**src/verilog/fec_ctrl_pkg.sv**
```systemverilog
`default_nettype none
package fec_ctrl_pkg;
    // Wishbone word offsets (byte address = index * 4)
    localparam logic [7:0] LANE0_CTRL_IDX = 8'hb2;
    localparam logic [7:0] LANE1_CTRL_IDX = 8'hb5;
    localparam logic [7:0] LANE3_CTRL_IDX = 8'hbb;
    localparam logic [7:0] LOCK_STATUS_IDX = 8'hb0;
    localparam logic [7:0] IRQ_STATUS_IDX = 8'hf0;
    localparam logic [7:0] IRQ_MASK_IDX = 8'hf1;
    localparam logic [7:0] COUNTER_IDX = 8'hf2;
    // Per-lane count window base: corrected then uncorrected bytes
    localparam logic [11:0] XCVR_CORR_BASE = 12'h0dc;
    localparam logic [11:0] XCVR_UNCORR_BASE = 12'h0e0;
    localparam logic [11:0] XCVR_LANE1_OFFSET = 12'h400;
    localparam logic [11:0] XCVR_LANE3_OFFSET = 12'hc00;
    // Control bit fields
    localparam int INSERT_BIT = 11;
    localparam int CLEAR_BIT = 12;
    localparam int LOCK_LSB = 20;
    localparam int LANES = 4;
    localparam logic [3:0] LOCK_RESET = 4'h0;
    // Interrupt status bits
    localparam int IRQ_LOCK_CHANGE = 0;
    localparam int IRQ_INSERT_DONE = 1;
    localparam int IRQ_WIDTH = 2;
endpackage
`default_nettype wire

```
**src/verilog/kr4_fec_error_control.sv**
```systemverilog
// Summary of operation
// - Read-only four-bit lock field, bit 20 lane 0 to bit 23 lane 3, reset zero.
// - Writing one to lane insert bit gives one error pulse; bit self-clears.
// - Clear bit held one holds lane counters reset; zero resumes counting.
// - Each lane keeps 32-bit corrected and 32-bit uncorrected block counters.
// - Lane 0 corrected count read as four bytes, LSB at 0xdc.
// - Lane 0 uncorrected count read as four bytes, LSB at 0xe0.
// - Lane 1 control copy; its transceiver range is displaced by 0x400.
// - Lane 3 control copy; its transceiver range is displaced by 0xc00.
//
// Chosen here: the Wishbone interface to the registers.
`default_nettype none
module kr4_fec_error_control #(
    parameter int CNT_WIDTH = 32
) (
    input wire logic ref_clk,
    input wire logic rst_n,
    // Wishbone classic slave
    input wire logic cyc_i,
    input wire logic stb_i,
    input wire logic we_i,
    input wire logic [9:0] adr_i,
    input wire logic [3:0] sel_i,
    input wire logic [31:0] dat_i,
    output logic [31:0] dat_o,
    output logic ack_o,
    // Lane status and FEC events
    input wire logic [3:0] blockLock,
    input wire logic [3:0] blockCorrected,
    input wire logic [3:0] blockUncorrected,
    // Transceiver count read port (byte wide)
    input wire logic [11:0] xcvrAddr,
    input wire logic xcvrRead,
    output logic [7:0] xcvrData,
    // Error injection pulses, type preset in transceiver
    output logic [3:0] errInject,
    output logic [3:0] clearBlockTallies,
    output logic irq
);

    ////////////////////////////////////////////////////////////////////////
    localparam int IRQ_W = fec_ctrl_pkg::IRQ_WIDTH;
    logic [3:0] lock_q, lock_d;
    logic [3:0] clr_q, clr_d;
    logic [3:0] inj_q, inj_d;
    logic [IRQ_W-1:0] sts_q, sts_d;
    logic [IRQ_W-1:0] msk_q, msk_d;
    logic [31:0] dat_q, dat_d;
    logic ack_q, ack_d;
    logic irq_q, irq_d;
    logic [7:0] xd_q, xd_d;
    logic [CNT_WIDTH-1:0] corr_q [4];
    logic [CNT_WIDTH-1:0] corr_d [4];
    logic [CNT_WIDTH-1:0] unc_q [4];
    logic [CNT_WIDTH-1:0] unc_d [4];

    logic busReq;
    logic wrReq;
    logic irqWr;
    logic rdReq;
    logic insertEvent;
    logic lockEvent;
    logic [7:0] idx;
    logic hit;
    logic [1:0] hitLane;

    assign idx = adr_i[9:2];
    assign busReq = cyc_i && stb_i && !ack_q;
    assign wrReq = busReq && we_i && sel_i[1];
    assign irqWr = busReq && we_i && sel_i[0];
    assign rdReq = busReq && !we_i;

    ////////////////////////////////////////////////////////////////////////
    // Decode control register index to lane (no lane 2 copy)
    always_comb begin
        hit = 1'b0;
        hitLane = 2'd0;
        case (idx)
            fec_ctrl_pkg::LANE0_CTRL_IDX: begin
                hit = 1'b1;
                hitLane = 2'd0;
            end
            fec_ctrl_pkg::LANE1_CTRL_IDX: begin
                hit = 1'b1;
                hitLane = 2'd1;
            end
            fec_ctrl_pkg::LANE3_CTRL_IDX: begin
                hit = 1'b1;
                hitLane = 2'd3;
            end
            default: hit = 1'b0;
        endcase
    end

    ////////////////////////////////////////////////////////////////////////
    // Lock sampling and change detect
    always_comb begin
        lock_d = blockLock;
        lockEvent = lock_q != blockLock;
    end

    always_ff @(posedge ref_clk or negedge rst_n) begin
        if (!rst_n) begin
            lock_q <= fec_ctrl_pkg::LOCK_RESET;
        end else begin
            lock_q <= lock_d;
        end
    end

    ////////////////////////////////////////////////////////////////////////
    // Per-lane insert pulse and counter clear level
    always_comb begin
        clr_d = clr_q;
        inj_d = 4'h0;
        insertEvent = 1'b0;
        // One pulse per taken write; ack_q gate stops repeats
        if (wrReq && hit) begin
            inj_d[hitLane] = dat_i[fec_ctrl_pkg::INSERT_BIT];
            clr_d[hitLane] = dat_i[fec_ctrl_pkg::CLEAR_BIT];
            insertEvent = dat_i[fec_ctrl_pkg::INSERT_BIT];
        end
    end

    always_ff @(posedge ref_clk or negedge rst_n) begin
        if (!rst_n) begin
            clr_q <= 4'h0;
            inj_q <= 4'h0;
        end else begin
            clr_q <= clr_d;
            inj_q <= inj_d;
        end
    end

    ////////////////////////////////////////////////////////////////////////
    // Interrupt mask
    always_comb begin
        msk_d = msk_q;
        if (irqWr && idx == fec_ctrl_pkg::IRQ_MASK_IDX) begin
            msk_d = dat_i[IRQ_W-1:0];
        end
    end

    always_ff @(posedge ref_clk or negedge rst_n) begin
        if (!rst_n) begin
            msk_q <= '0;
        end else begin
            msk_q <= msk_d;
        end
    end

    ////////////////////////////////////////////////////////////////////////
    // Sticky status and level interrupt
    always_comb begin
        logic [IRQ_W-1:0] ev;
        ev = '0;
        ev[fec_ctrl_pkg::IRQ_LOCK_CHANGE] = lockEvent;
        ev[fec_ctrl_pkg::IRQ_INSERT_DONE] = insertEvent;
        sts_d = sts_q;
        if (irqWr && idx == fec_ctrl_pkg::IRQ_STATUS_IDX) begin
            sts_d = sts_q & ~dat_i[IRQ_W-1:0];
        end
        // Set wins over a same-cycle clear
        sts_d = sts_d | ev;
        irq_d = |(sts_d & msk_d);
    end

    always_ff @(posedge ref_clk or negedge rst_n) begin
        if (!rst_n) begin
            sts_q <= '0;
            irq_q <= 1'b0;
        end else begin
            sts_q <= sts_d;
            irq_q <= irq_d;
        end
    end

    ////////////////////////////////////////////////////////////////////////
    // One-cycle acknowledge, never two in a row
    always_comb begin
        ack_d = busReq;
    end

    always_ff @(posedge ref_clk or negedge rst_n) begin
        if (!rst_n) begin
            ack_q <= 1'b0;
        end else begin
            ack_q <= ack_d;
        end
    end

    ////////////////////////////////////////////////////////////////////////
    // Read data, held until the next read
    always_comb begin
        dat_d = dat_q;
        if (rdReq) begin
            dat_d = 32'h0000_0000;
            if (hit) begin
                // Insert bit self-clears: always reads zero
                dat_d[fec_ctrl_pkg::CLEAR_BIT] = clr_q[hitLane];
            end
            case (idx)
                fec_ctrl_pkg::LANE0_CTRL_IDX:
                    dat_d[fec_ctrl_pkg::LOCK_LSB +: 4] = lock_q;
                fec_ctrl_pkg::LOCK_STATUS_IDX:
                    dat_d[3:0] = lock_q;
                fec_ctrl_pkg::IRQ_STATUS_IDX:
                    dat_d[IRQ_W-1:0] = sts_q;
                fec_ctrl_pkg::IRQ_MASK_IDX:
                    dat_d[IRQ_W-1:0] = msk_q;
                default: ;
            endcase
        end
    end

    always_ff @(posedge ref_clk or negedge rst_n) begin
        if (!rst_n) begin
            dat_q <= 32'h0000_0000;
        end else begin
            dat_q <= dat_d;
        end
    end

    ////////////////////////////////////////////////////////////////////////
    // Per-lane block counters
    generate
        for (genvar g = 0; g < fec_ctrl_pkg::LANES; g++) begin : gLane
            always_comb begin
                corr_d[g] = corr_q[g];
                unc_d[g] = unc_q[g];
                if (clr_q[g]) begin
                    corr_d[g] = '0;
                    unc_d[g] = '0;
                end else begin
                    if (blockCorrected[g]) begin
                        corr_d[g] = corr_q[g] + 1'b1;
                    end
                    if (blockUncorrected[g]) begin
                        unc_d[g] = unc_q[g] + 1'b1;
                    end
                end
            end
            always_ff @(posedge ref_clk or negedge rst_n) begin
                if (!rst_n) begin
                    corr_q[g] <= '0;
                    unc_q[g] <= '0;
                end else begin
                    corr_q[g] <= corr_d[g];
                    unc_q[g] <= unc_d[g];
                end
            end
        end
    endgenerate

    ////////////////////////////////////////////////////////////////////////
    // Transceiver byte window: lane n at base + n*0x400
    logic [1:0] xLane;
    logic [11:0] xOff;
    logic inCorr;
    logic inUnc;

    always_comb begin
        xLane = xcvrAddr[11:10];
        xOff = {2'b00, xcvrAddr[9:0]};
        inCorr = xOff >= fec_ctrl_pkg::XCVR_CORR_BASE
            && xOff < fec_ctrl_pkg::XCVR_UNCORR_BASE;
        inUnc = xOff >= fec_ctrl_pkg::XCVR_UNCORR_BASE
            && xOff < fec_ctrl_pkg::XCVR_UNCORR_BASE + 12'h004;
    end

    always_comb begin
        logic [31:0] word;
        word = 32'h0000_0000;
        xd_d = xd_q;
        if (xcvrRead) begin
            xd_d = 8'h00;
            if (inCorr) begin
                word = 32'(corr_q[xLane]);
                xd_d = word[8*xOff[1:0] +: 8];
            end else if (inUnc) begin
                word = 32'(unc_q[xLane]);
                xd_d = word[8*xOff[1:0] +: 8];
            end
        end
    end

    always_ff @(posedge ref_clk or negedge rst_n) begin
        if (!rst_n) begin
            xd_q <= 8'h00;
        end else begin
            xd_q <= xd_d;
        end
    end

    assign dat_o = dat_q;
    assign ack_o = ack_q;
    assign irq = irq_q;
    assign xcvrData = xd_q;
    assign errInject = inj_q;
    assign clearBlockTallies = clr_q;

endmodule
`default_nettype wire

```
**config.mk**
```make
export PLATFORM = sky130hd
export DESIGN_NAME = kr4_fec_error_control
export DESIGN_NICKNAME = d
export VERILOG_FILES = /design/src/verilog/fec_ctrl_pkg.sv /design/src/verilog/kr4_fec_error_control.sv
export SDC_FILE = /design/constraint.sdc
export NUM_CORES = 1
export LEC_CHECK = 0
export BUFFER_PORTS_ARGS = -buffer_cell sky130_fd_sc_hd__buf_2
export CAP_MARGIN = 20
export CORE_MARGIN = 3
export CORE_UTILIZATION = 25
export CTS_BUF_LIST = sky130_fd_sc_hd__clkbuf_8
export DETAILED_ROUTE_END_ITERATION = 7
export PLACE_DENSITY = 0.39
export SETUP_SLACK_MARGIN = 0.1
export SYNTH_ARGS = -nofsm -noshare
export SYNTH_HDL_FRONTEND = slang
export SYNTH_SLANG_ARGS = --single-unit
export TNS_END_PERCENT = 30
```
**constraint.sdc**
```tcl
create_clock -name ref_clk -period 1.9 [get_ports ref_clk]
set_clock_uncertainty 0.15 [all_clocks]
set_input_delay 0.475 -clock ref_clk [delete_from_list [all_inputs] [get_ports ref_clk]]
set_output_delay 0.475 -clock ref_clk [all_outputs]
set_load 0.01 [all_outputs]
```
=== Word level (Yosys, flattened, before mapping) ===
Cells that the tools add are included.

* Add/sub/neg operators: 8
* $lt $le $gt $ge: 7
* Equal/unequal tests: 7
* Shift operators: 2
* Muxes and demuxes: 39
* Bitwise operators: 6
* Reduce and logical (&&, ||, !) cells: 24

{| class="wikitable"
|+ Operators by type and width
! cell !! number
|-
| 32-bit two-way mux || 20
|-
| 32-bit by 1-bit adder with 32-bit output (second input constant) || 8
|-
| 32-bit binary-select mux with 2-bit select || 2
|-
| 32-bit by 6-bit indexed part select with 8-bit output || 2
|-
| 8-bit == test (second input constant) || 6
|-
| 10-bit by 8-bit greater-or-equal comparator with 1-bit output (second input constant) || 2
|-
| 10-bit by 8-bit less-than comparator with 1-bit output (second input constant) || 2
|-
| 8-bit two-way mux || 2
|-
| 2-bit nonzero test || 8
|-
| 1-bit logical AND || 12
|-
| 4-bit two-way mux || 2
|-
| 2-bit two-way mux || 3
|-
| 2-bit case mux with 3 select lines || 1
|-
| 1-bit two-way mux || 5
|-
| 2-bit AND || 2
|-
| 4-bit AND || 1
|-
| 4-bit bitwise mux || 1
|-
| 4-bit != test || 1
|-
| 2-bit case mux with 2 select lines || 1
|-
| 3-bit greater-or-equal comparator (second input constant) || 1
|-
| 2-bit by 3-bit less-than comparator with 1-bit output (second input constant) || 1
|-
| 2-bit NOT with 3-bit output || 1
|-
| 3-bit OR reduction || 1
|-
| 1-bit binary-select mux with 2-bit select || 1
|-
| 6 further kinds || 7
|}

* Register bits after elaboration: 291
* Bits of input ports: 76
* Output and inout bits: 50
* Logic and storage cells: 110

=== Logic depth before layout (Yosys ltp) ===
Gate-level depths: netlist of the first run.

* Depth after elaboration: 9
* Mapped depth: 8
* Depth with buffers taken out: 6

=== Worst setup path after synthesis of the first run ===
Ideal clock, no wire load.

* Path kind: input to register
* Start point: input xcvrAddr[11]
* End point: register xd_q[3], in the netlist xcvrData[3]
* Library setup time: 0.126 ns
* Arrival: 2.083 ns
* Required time: 1.624 ns
* Setup slack: -0.459 ns
* Cell stages on the path: 7
* Buffers on the path: 3
* Cells stage by stage: buf_2 -> buf_2 -> buf_2 -> mux4_2 -> a22oi_1 -> nand2_1 -> a221o_1

* Cells in the longest elaborated chain, start to end: 7
* Elaborated cells between the ends (all ways): 11
* Classes of those cells: shift (2); mux (8); bitwise (1)

{| class="wikitable"
|+ Ends and longest elaborated chain
! element !! line !! RTL
|-
| from (decl) || kr4_fec_error_control.sv:32 || <nowiki>input wire logic [11:0] xcvrAddr,</nowiki>
|-
| 2-bit NOT with 3-bit output (not written as such) (*) || kr4_fec_error_control.sv:277, kr4_fec_error_control.sv:280 ||
|-
| 32-bit binary-select mux with 2-bit select || kr4_fec_error_control.sv:280 || <nowiki>word = 32'(unc_q[xLane]);</nowiki>
|-
| 32-bit two-way mux (not written as such) (2 in series) || kr4_fec_error_control.sv:280 ||
|-
| 32-bit by 6-bit indexed part select with 8-bit output || kr4_fec_error_control.sv:281 || <nowiki>xd_d = word[8*xOff[1:0] +: 8];</nowiki>
|-
| 8-bit two-way mux || kr4_fec_error_control.sv:279 || <nowiki>end else if (inUnc) begin</nowiki>
|-
| 8-bit two-way mux (*) || kr4_fec_error_control.sv:276 || <nowiki>if (inCorr) begin</nowiki>
|-
| to (signal assigned) || kr4_fec_error_control.sv:288 || <nowiki>xd_q <= 8'h00;</nowiki>
|-
| to (signal assigned) || kr4_fec_error_control.sv:290 || <nowiki>xd_q <= xd_d;</nowiki>
|-
| to (decl) || kr4_fec_error_control.sv:51 || <nowiki>logic [7:0] xd_q, xd_d;</nowiki>
|}

Every way passes the cells marked *; elsewhere a longest branch is shown, timed or not. The select of a mux whose other input is x is not followed.
A chain may end at the register's enable or synchronous reset.

=== Worst setup path after layout of the first run ===
* Start point: register unc_q[69] (netlist bit)
* End point: register unc_q[82] (netlist bit)

* Cells in the longest elaborated chain, start to end: 3

{| class="wikitable"
|+ Ends and longest elaborated chain
! element !! line !! RTL
|-
| from (decl) || kr4_fec_error_control.sv:54 || <nowiki>logic [CNT_WIDTH-1:0] unc_q [4];</nowiki>
|-
| from (signal, indexed assignment) || kr4_fec_error_control.sv:248 || <nowiki>unc_q[g] <= unc_d[g];</nowiki>
|-
| 32-bit by 1-bit adder with 32-bit output || kr4_fec_error_control.sv:238 || <nowiki>unc_d[g] = unc_q[g] + 1'b1;</nowiki>
|-
| 32-bit two-way mux || kr4_fec_error_control.sv:237 || <nowiki>if (blockUncorrected[g]) begin</nowiki>
|-
| 32-bit two-way mux || kr4_fec_error_control.sv:230 || <nowiki>if (clr_q[g]) begin</nowiki>
|}

No other way between the ends. The select of a mux whose other input is x is not followed.

==> flow_summary.toml, run 1 <==
[final_layout]
mostFrequentLayoutCells = "buf_4, nor2_1, dfrtp_1"
final_cell_area_um2 = 22700
finish.utilization = 0.352
num-fill-cells = 6534
final_cells = 2919
layout_commonest_cell = "buf_4"
synthToLayoutAreaGrowth_pct = 39.3
drive_gt1_frac = 0.390
final_nets = 2099

[synth]
muxShareOfSynthArea = 0.111
yosysWarnings = 0
syn_area_um2 = 16300
synthAdderAreaFrac = 0.00613
synth-edff-count = 0
ys.flop_type = "dfrtp_1"
ys_types = 58
synth.avg_cell_area_um2 = 10.2
ys_seq_elements = 291
synth_async_sr_flop_share = 1.00
yosys.area_share.xor_xnor = 0.115
synth_cells = 1604
synth-simple-area-share = 0.238
synth_compound_area_frac = 0.0427
yosysSeqAreaShare = 0.446
synth_top_family_by_area = "simple AND/OR/NAND/NOR gates"

[sta]
grt_setup_unrepaired = "yes"
worst_slew_pin_slew_ps = 854
finalMaxSlewViolations = 0
post-route-period-util = 1.03
min_period_ps = 1970
hold_viol = 0
hold_ws_ps = 74.8
finalSetupViolations = 13
fmax_mhz = 509
setup_ws_ps = -65.8
max_slew_margin = 0.430
finalSetupTns_ps = -491

[critical_path]
rrSetupSlack_ps = -70
critPathArrivalTime_ps = 2330
crit_path_start = "unc_q[69]"
cp_max_fo = 7
crit_path_start_kind = "flip-flop"
crit_end = "unc_q[82]"
worstSetupPathType = "flip-flop to flip-flop"
rr_worst_depth = 7
worstPathRequired_ps = 2260
r2r-end = "unc_q[82]"
end_kind = "flip-flop"
reg2reg_from = "unc_q[69]"

[drt]
drt-pass1-iter-count = 5
wl_per_cell_um = 18.0
drtIter0Drc = 745
wirelength_um = 52500
vias_per_cell = 4.64
ant_nets = 0
drc = 0
vias = 13500

[run_status]
status = "complete, but fails checks"
violations = "negative setup slack"

[pwr]
p_leak_uw = 0.0101
ir_drop_mv = 0.409
powerDensity_nw_per_um2 = 754

[cts]
cts_tree = "yes"
insertion_delay_ps = 660
clk_path_buf_depth = 3
numCtsBuffers = 57
root_buffer = "clkbuf_8"
clk_pin_slew_worst_paths_ps = 60
cts.sinks = 291
htree_levels = 2

[die]
rows = 93
core_area_um2 = 64600
fp.dieW_um = 262
ios = 126
initial_core_util = 0.253
fp.dieH_um = 262
dieArea_um2 = 68400

[job]
maxCapViolations = 0

[place]
dp_hpwl_um = 37700
dp.cells = 2738
placed_cell_area_um2 = 19800
place.gp.congestion = 0.848
numPortBuffers = 70

[hold_path]
hold_path_depth = 3
hold_class = "input port to flip-flop"

[global_route]
globalRouteTotalUtil = 0.150
gr-total-overflow = 0
grt_pass1_wl_um = 79900
grt_pass1_vias = 13500
antenna_found_initial = 1
grt_max_degree = 67
stage by stage:
stage	worst slack, ps	total power, uW
after global routing	-143	18100
after floorplan	-102	8590
after global placement	-476	9870
after CTS	-62.8	17200
final	-65.8	17200
after detailed placement	-486	9900
routing by layer:
layer / global-route usage / up-vias / share of wire
met3: 0.0226 / 87 / 0.032
met5: 0 / - / 0
met4: 0.0571 / 0 / 0.031
met1: 0.200 / 6738 / 0.45
met2: 0.247 / 204 / 0.49
li1: - / 6505 / -
logic make-up (layout without fill, tap and decap cells):
logic type	after synthesis	after routing
adder cells (fa/ha/maj)	8	8
buffers and inverters	138	574
multiplexers	99	99
XOR/XNOR	215	215
AND/OR/NAND/NOR	736	736
flip-flops	291	291
other	1	25
AO/OA/AOI/OAI	116	116
worst min-delay path by stage:
stage	startpoint	end	slack, ps
floorplan	rst_n	ack_o	30
global placement	rst_n	corr_q[12]	250
detailed placement	rst_n	corr_q[1]	250
CTS	sel_i[1]	errInject[1]	1
global route	adr_i[5]	errInject[1]	60
finish	sel_i[1]	errInject[1]	70
power by group:
part           switching, uW  internal [uW]  total [uW]
registers                655           6680        7330
logic                   1360           1590        2950
clock network           2980           3890        6870
total                   4990          12200       17200
Yosys cell counts, types with 4 or more instances:
library cell | count | area, um^2
dfrtp_1 | 291 | 7280
nor2_1 | 246 | 923
xor2_1 | 128 | 1120
nand2_1 | 99 | 372
nand4_1 | 91 | 569
xnor2_1 | 87 | 762
nand3_1 | 85 | 425
mux4_2 | 63 | 1420
clkbuf_1 | 47 | 176
o21ai_0 | 42 | 210
a21oi_1 | 36 | 180
and4_1 | 36 | 315
inv_1 | 35 | 131
nor3_1 | 33 | 165
and3_1 | 31 | 194
or3_1 | 29 | 181
buf_4 | 26 | 195
buf_2 | 25 | 125
mux2i_1 | 18 | 180
mux2_2 | 17 | 191
and2_1 | 13 | 81.3
a22oi_1 | 12 | 90.1
nor4_1 | 12 | 75.1
nor2b_1 | 10 | 62.6
ha_1 | 8 | 100
nor4_2 | 8 | 100
nor3_2 | 7 | 70.1
a221o_1 | 6 | 60.1
o22ai_1 | 6 | 37.5
or2_2 | 5 | 31.3
a22o_1 | 4 | 35.0
buf_1 | 4 | 15.0
nand2b_1 | 4 | 25.0
worst max-delay path: stages (launching register included):
cell and delay, ps:
dfrtp_1 400, nand4_2 140, or4_4 540, buf_8 160, buf_6 120, nor3_4 120
xnor2_1 140, nor2_1 60
registers in the layout, summed over array words and instances, names as in the netlist:
signal	count
ack_o	1
clearBlockTallies	4
corr_q	128
dat_o	9
errInject	4
irq	1
lock_q	4
msk_q	2
sts_q	2
unc_q	128
xcvrData	8
layout make-up:
class,count,area (um^2),area share
sequential,291,7350,0.323
timing repair buffer,432,3590,0.158
multi-input combinational,1198,9350,0.411
inverter,35,131,0.00578
clock buffer,81,1110,0.0490
clock inverter,26,136,0.00600
antenna,1,2.50,0.000110
tap,855,1070,0.0470
repair_timing:
action | 4_1_cts | 5_1_grt
cloned | 0 | 3
hold buffers | 13 | 0
endpoints found under the hold margin | 307 | 0
buffers inserted | 18 | 40
setup endpoints to repair | 145 | 199
resized for setup | 113 | 158
pin swaps | 74 | 111
No activity file was read; power rests on OpenSTA's default activity.
==> run 2, diff against run 1 <==
Settings changed: CAP_MARGIN 20 to 25, RECOVER_POWER from default to 100, SLEW_MARGIN from default to 20.
==> flow_summary.toml, run 2 (synthesis results as in run 1) <==
[critical_path]
worstSetupPathType = "flip-flop to flip-flop"
rrSetupSlack_ps = -60
worstPathRequired_ps = 2270
rr_worst_depth = 7
critPathArrivalTime_ps = 2330
critPathMaxStageDelay_ps = 540
end_kind = "flip-flop"
crit_path_start_kind = "flip-flop"
r2r-end = "unc_q[82]"
cp_slowest_cell = "or4_4"
reg2reg_from = "unc_q[69]"
worstPathCellList = "nand4_2 > or4_4 > buf_8 > buf_6 > nor3_4 > xnor2_1 > nor2_1"
cp_max_fo = 7

[cts]
cts.sinks = 291
htree_levels = 2
insertion_delay_ps = 660
root_buffer = "clkbuf_8"
numCtsBuffers = 57
clk_path_buf_depth = 3
clk_pin_slew_worst_paths_ps = 60
cts_tree = "yes"

[global_route]
globalRouteTotalUtil = 0.150
grt_pass1_vias = 13500
grt_pass1_wl_um = 79900
gr-total-overflow = 0
antenna_found_initial = 1
grt_max_degree = 67

[run_status]
status = "complete, but fails checks"
violations = "negative setup slack"

[sta]
max_slew_margin = 0.224
min_period_ps = 1960
hold_viol = 0
grt_setup_unrepaired = "yes"
finalSetupViolations = 13
finalMaxSlewViolations = 0
setup_ws_ps = -62.4
post-route-period-util = 1.03
worst_slew_pin_slew_ps = 1160
fmax_mhz = 510

[drt]
ant_nets = 0
wirelength_um = 52400
vias_per_cell = 4.64
vias = 13500
drtIter0Drc = 712
drt-pass1-iter-count = 5
drc = 0
wl_per_cell_um = 18.0

[final_layout]
synthToLayoutAreaGrowth_pct = 38.9
final_cell_area_um2 = 22700
layout_commonest_cell = "buf_4"
mostFrequentLayoutCells = "buf_4, nor2_1, dfrtp_1"
drive_gt1_frac = 0.386
final_nets = 2099

[pwr]
ir_drop_mv = 0.409
powerDensity_nw_per_um2 = 755
power_uw = 17100
p_comb_frac = 0.171
clockPowerShare = 0.401
p_switching_uw = 4990
p_sw_frac = 0.291
p_leak_uw = 0.0101
internal_power_uw = 12100
seqPwrFrac = 0.428

[place]
numPortBuffers = 70
detailedPlace.worstSlack_ps = -486
placed_cell_area_um2 = 19800
place.gp.congestion = 0.848
dp_hpwl_um = 37700

[hold_path]
min_to = "unc_q[34]"
hold_path_depth = 4
hold_class = "input port to flip-flop"
min_from = "blockUncorrected[2]"

[die]
core_area_um2 = 64600
rows = 93
ios = 126
initial_core_util = 0.253
fp.dieH_um = 262
fp.dieW_um = 262
dieArea_um2 = 68400

[job]
maxCapViolations = 0
run 2: metal layers:
layer / part of all wire / wire, um / up-vias / track usage
met3: 0.032 / 1680 / 89 / 0.0226
met2: 0.49 / 25600 / 216 / 0.247
met5: 0 / 0 / - / 0
met1: 0.45 / 23500 / 6720 / 0.200
met4: 0.031 / 1640 / 0 / 0.0571
li1: - / - / 6506 / -
run 2: per-stage QoR:
stage,std cells,setup TNS (ps),util,hold slack (ps)
after detailed placement,2738,-9100,0.306,247
after floorplan,1627,-798,-,29.4
final,2919,-468,0.351,75.1
after global routing,2919,-4470,0.351,60.8
after CTS,2876,-569,0.337,1.35
after global placement,2738,-8410,0.306,246
run 2: timing repair:
action                                 4_1_cts  5_1_grt
setup endpoints to repair                  145      199
gates cloned                                 0        3
buffers inserted                            18       40
endpoints found under the hold margin      307        0
resized for setup                          113      158
pin swaps                                   74      111
hold buffers                                13        0
run 2: critical path, delay by kind of cell, from the launching register on:
family                    cells  cell delay [ps]
and+or+nand+nor               4              860
DFF                           1              400
buffers and inverters         2              280
xor gates and xnor gates      1              140
run 2: power by group through the flow:
stage	logic, uW	registers [uW]	clock network, uW
4_1_cts	2680	7320	7160
6_report	2930	7320	6880
2_1_floorplan	1400	7190	0
5_1_grt	3260	7390	7410
3_3_place_gp	2450	7410	0
3_5_place_dp	2500	7400	0
run 2: worst max-delay path by stage:
stage | from | cells after the start | slack, ps | to
6_report | unc_q[69] | 7 | -60 | unc_q[82]
4_1_cts | xcvrData[2] | 1 | -60 | xcvrData[2]
3_5_place_dp | xcvrAddr[10] | 8 | -490 | xcvrData[7]
3_3_place_gp | xcvrAddr[10] | 8 | -480 | xcvrData[7]
5_1_grt | unc_q[96] | 9 | -140 | unc_q[120]
2_1_floorplan | xcvrAddr[10] | 6 | -100 | xcvrData[3]
run 2: cell type report:
class                           count  area (um^2)
Clock buffer                       81         1110
Antenna cell                        1         2.50
Clock inverter                     26          136
Sequential cell                   291         7350
Timing Repair Buffer              432         3530
Tap cell                          855         1070
Fill cell                        6547        41900
Inverter                           35          131
Multi-Input combinational cell   1198         9350
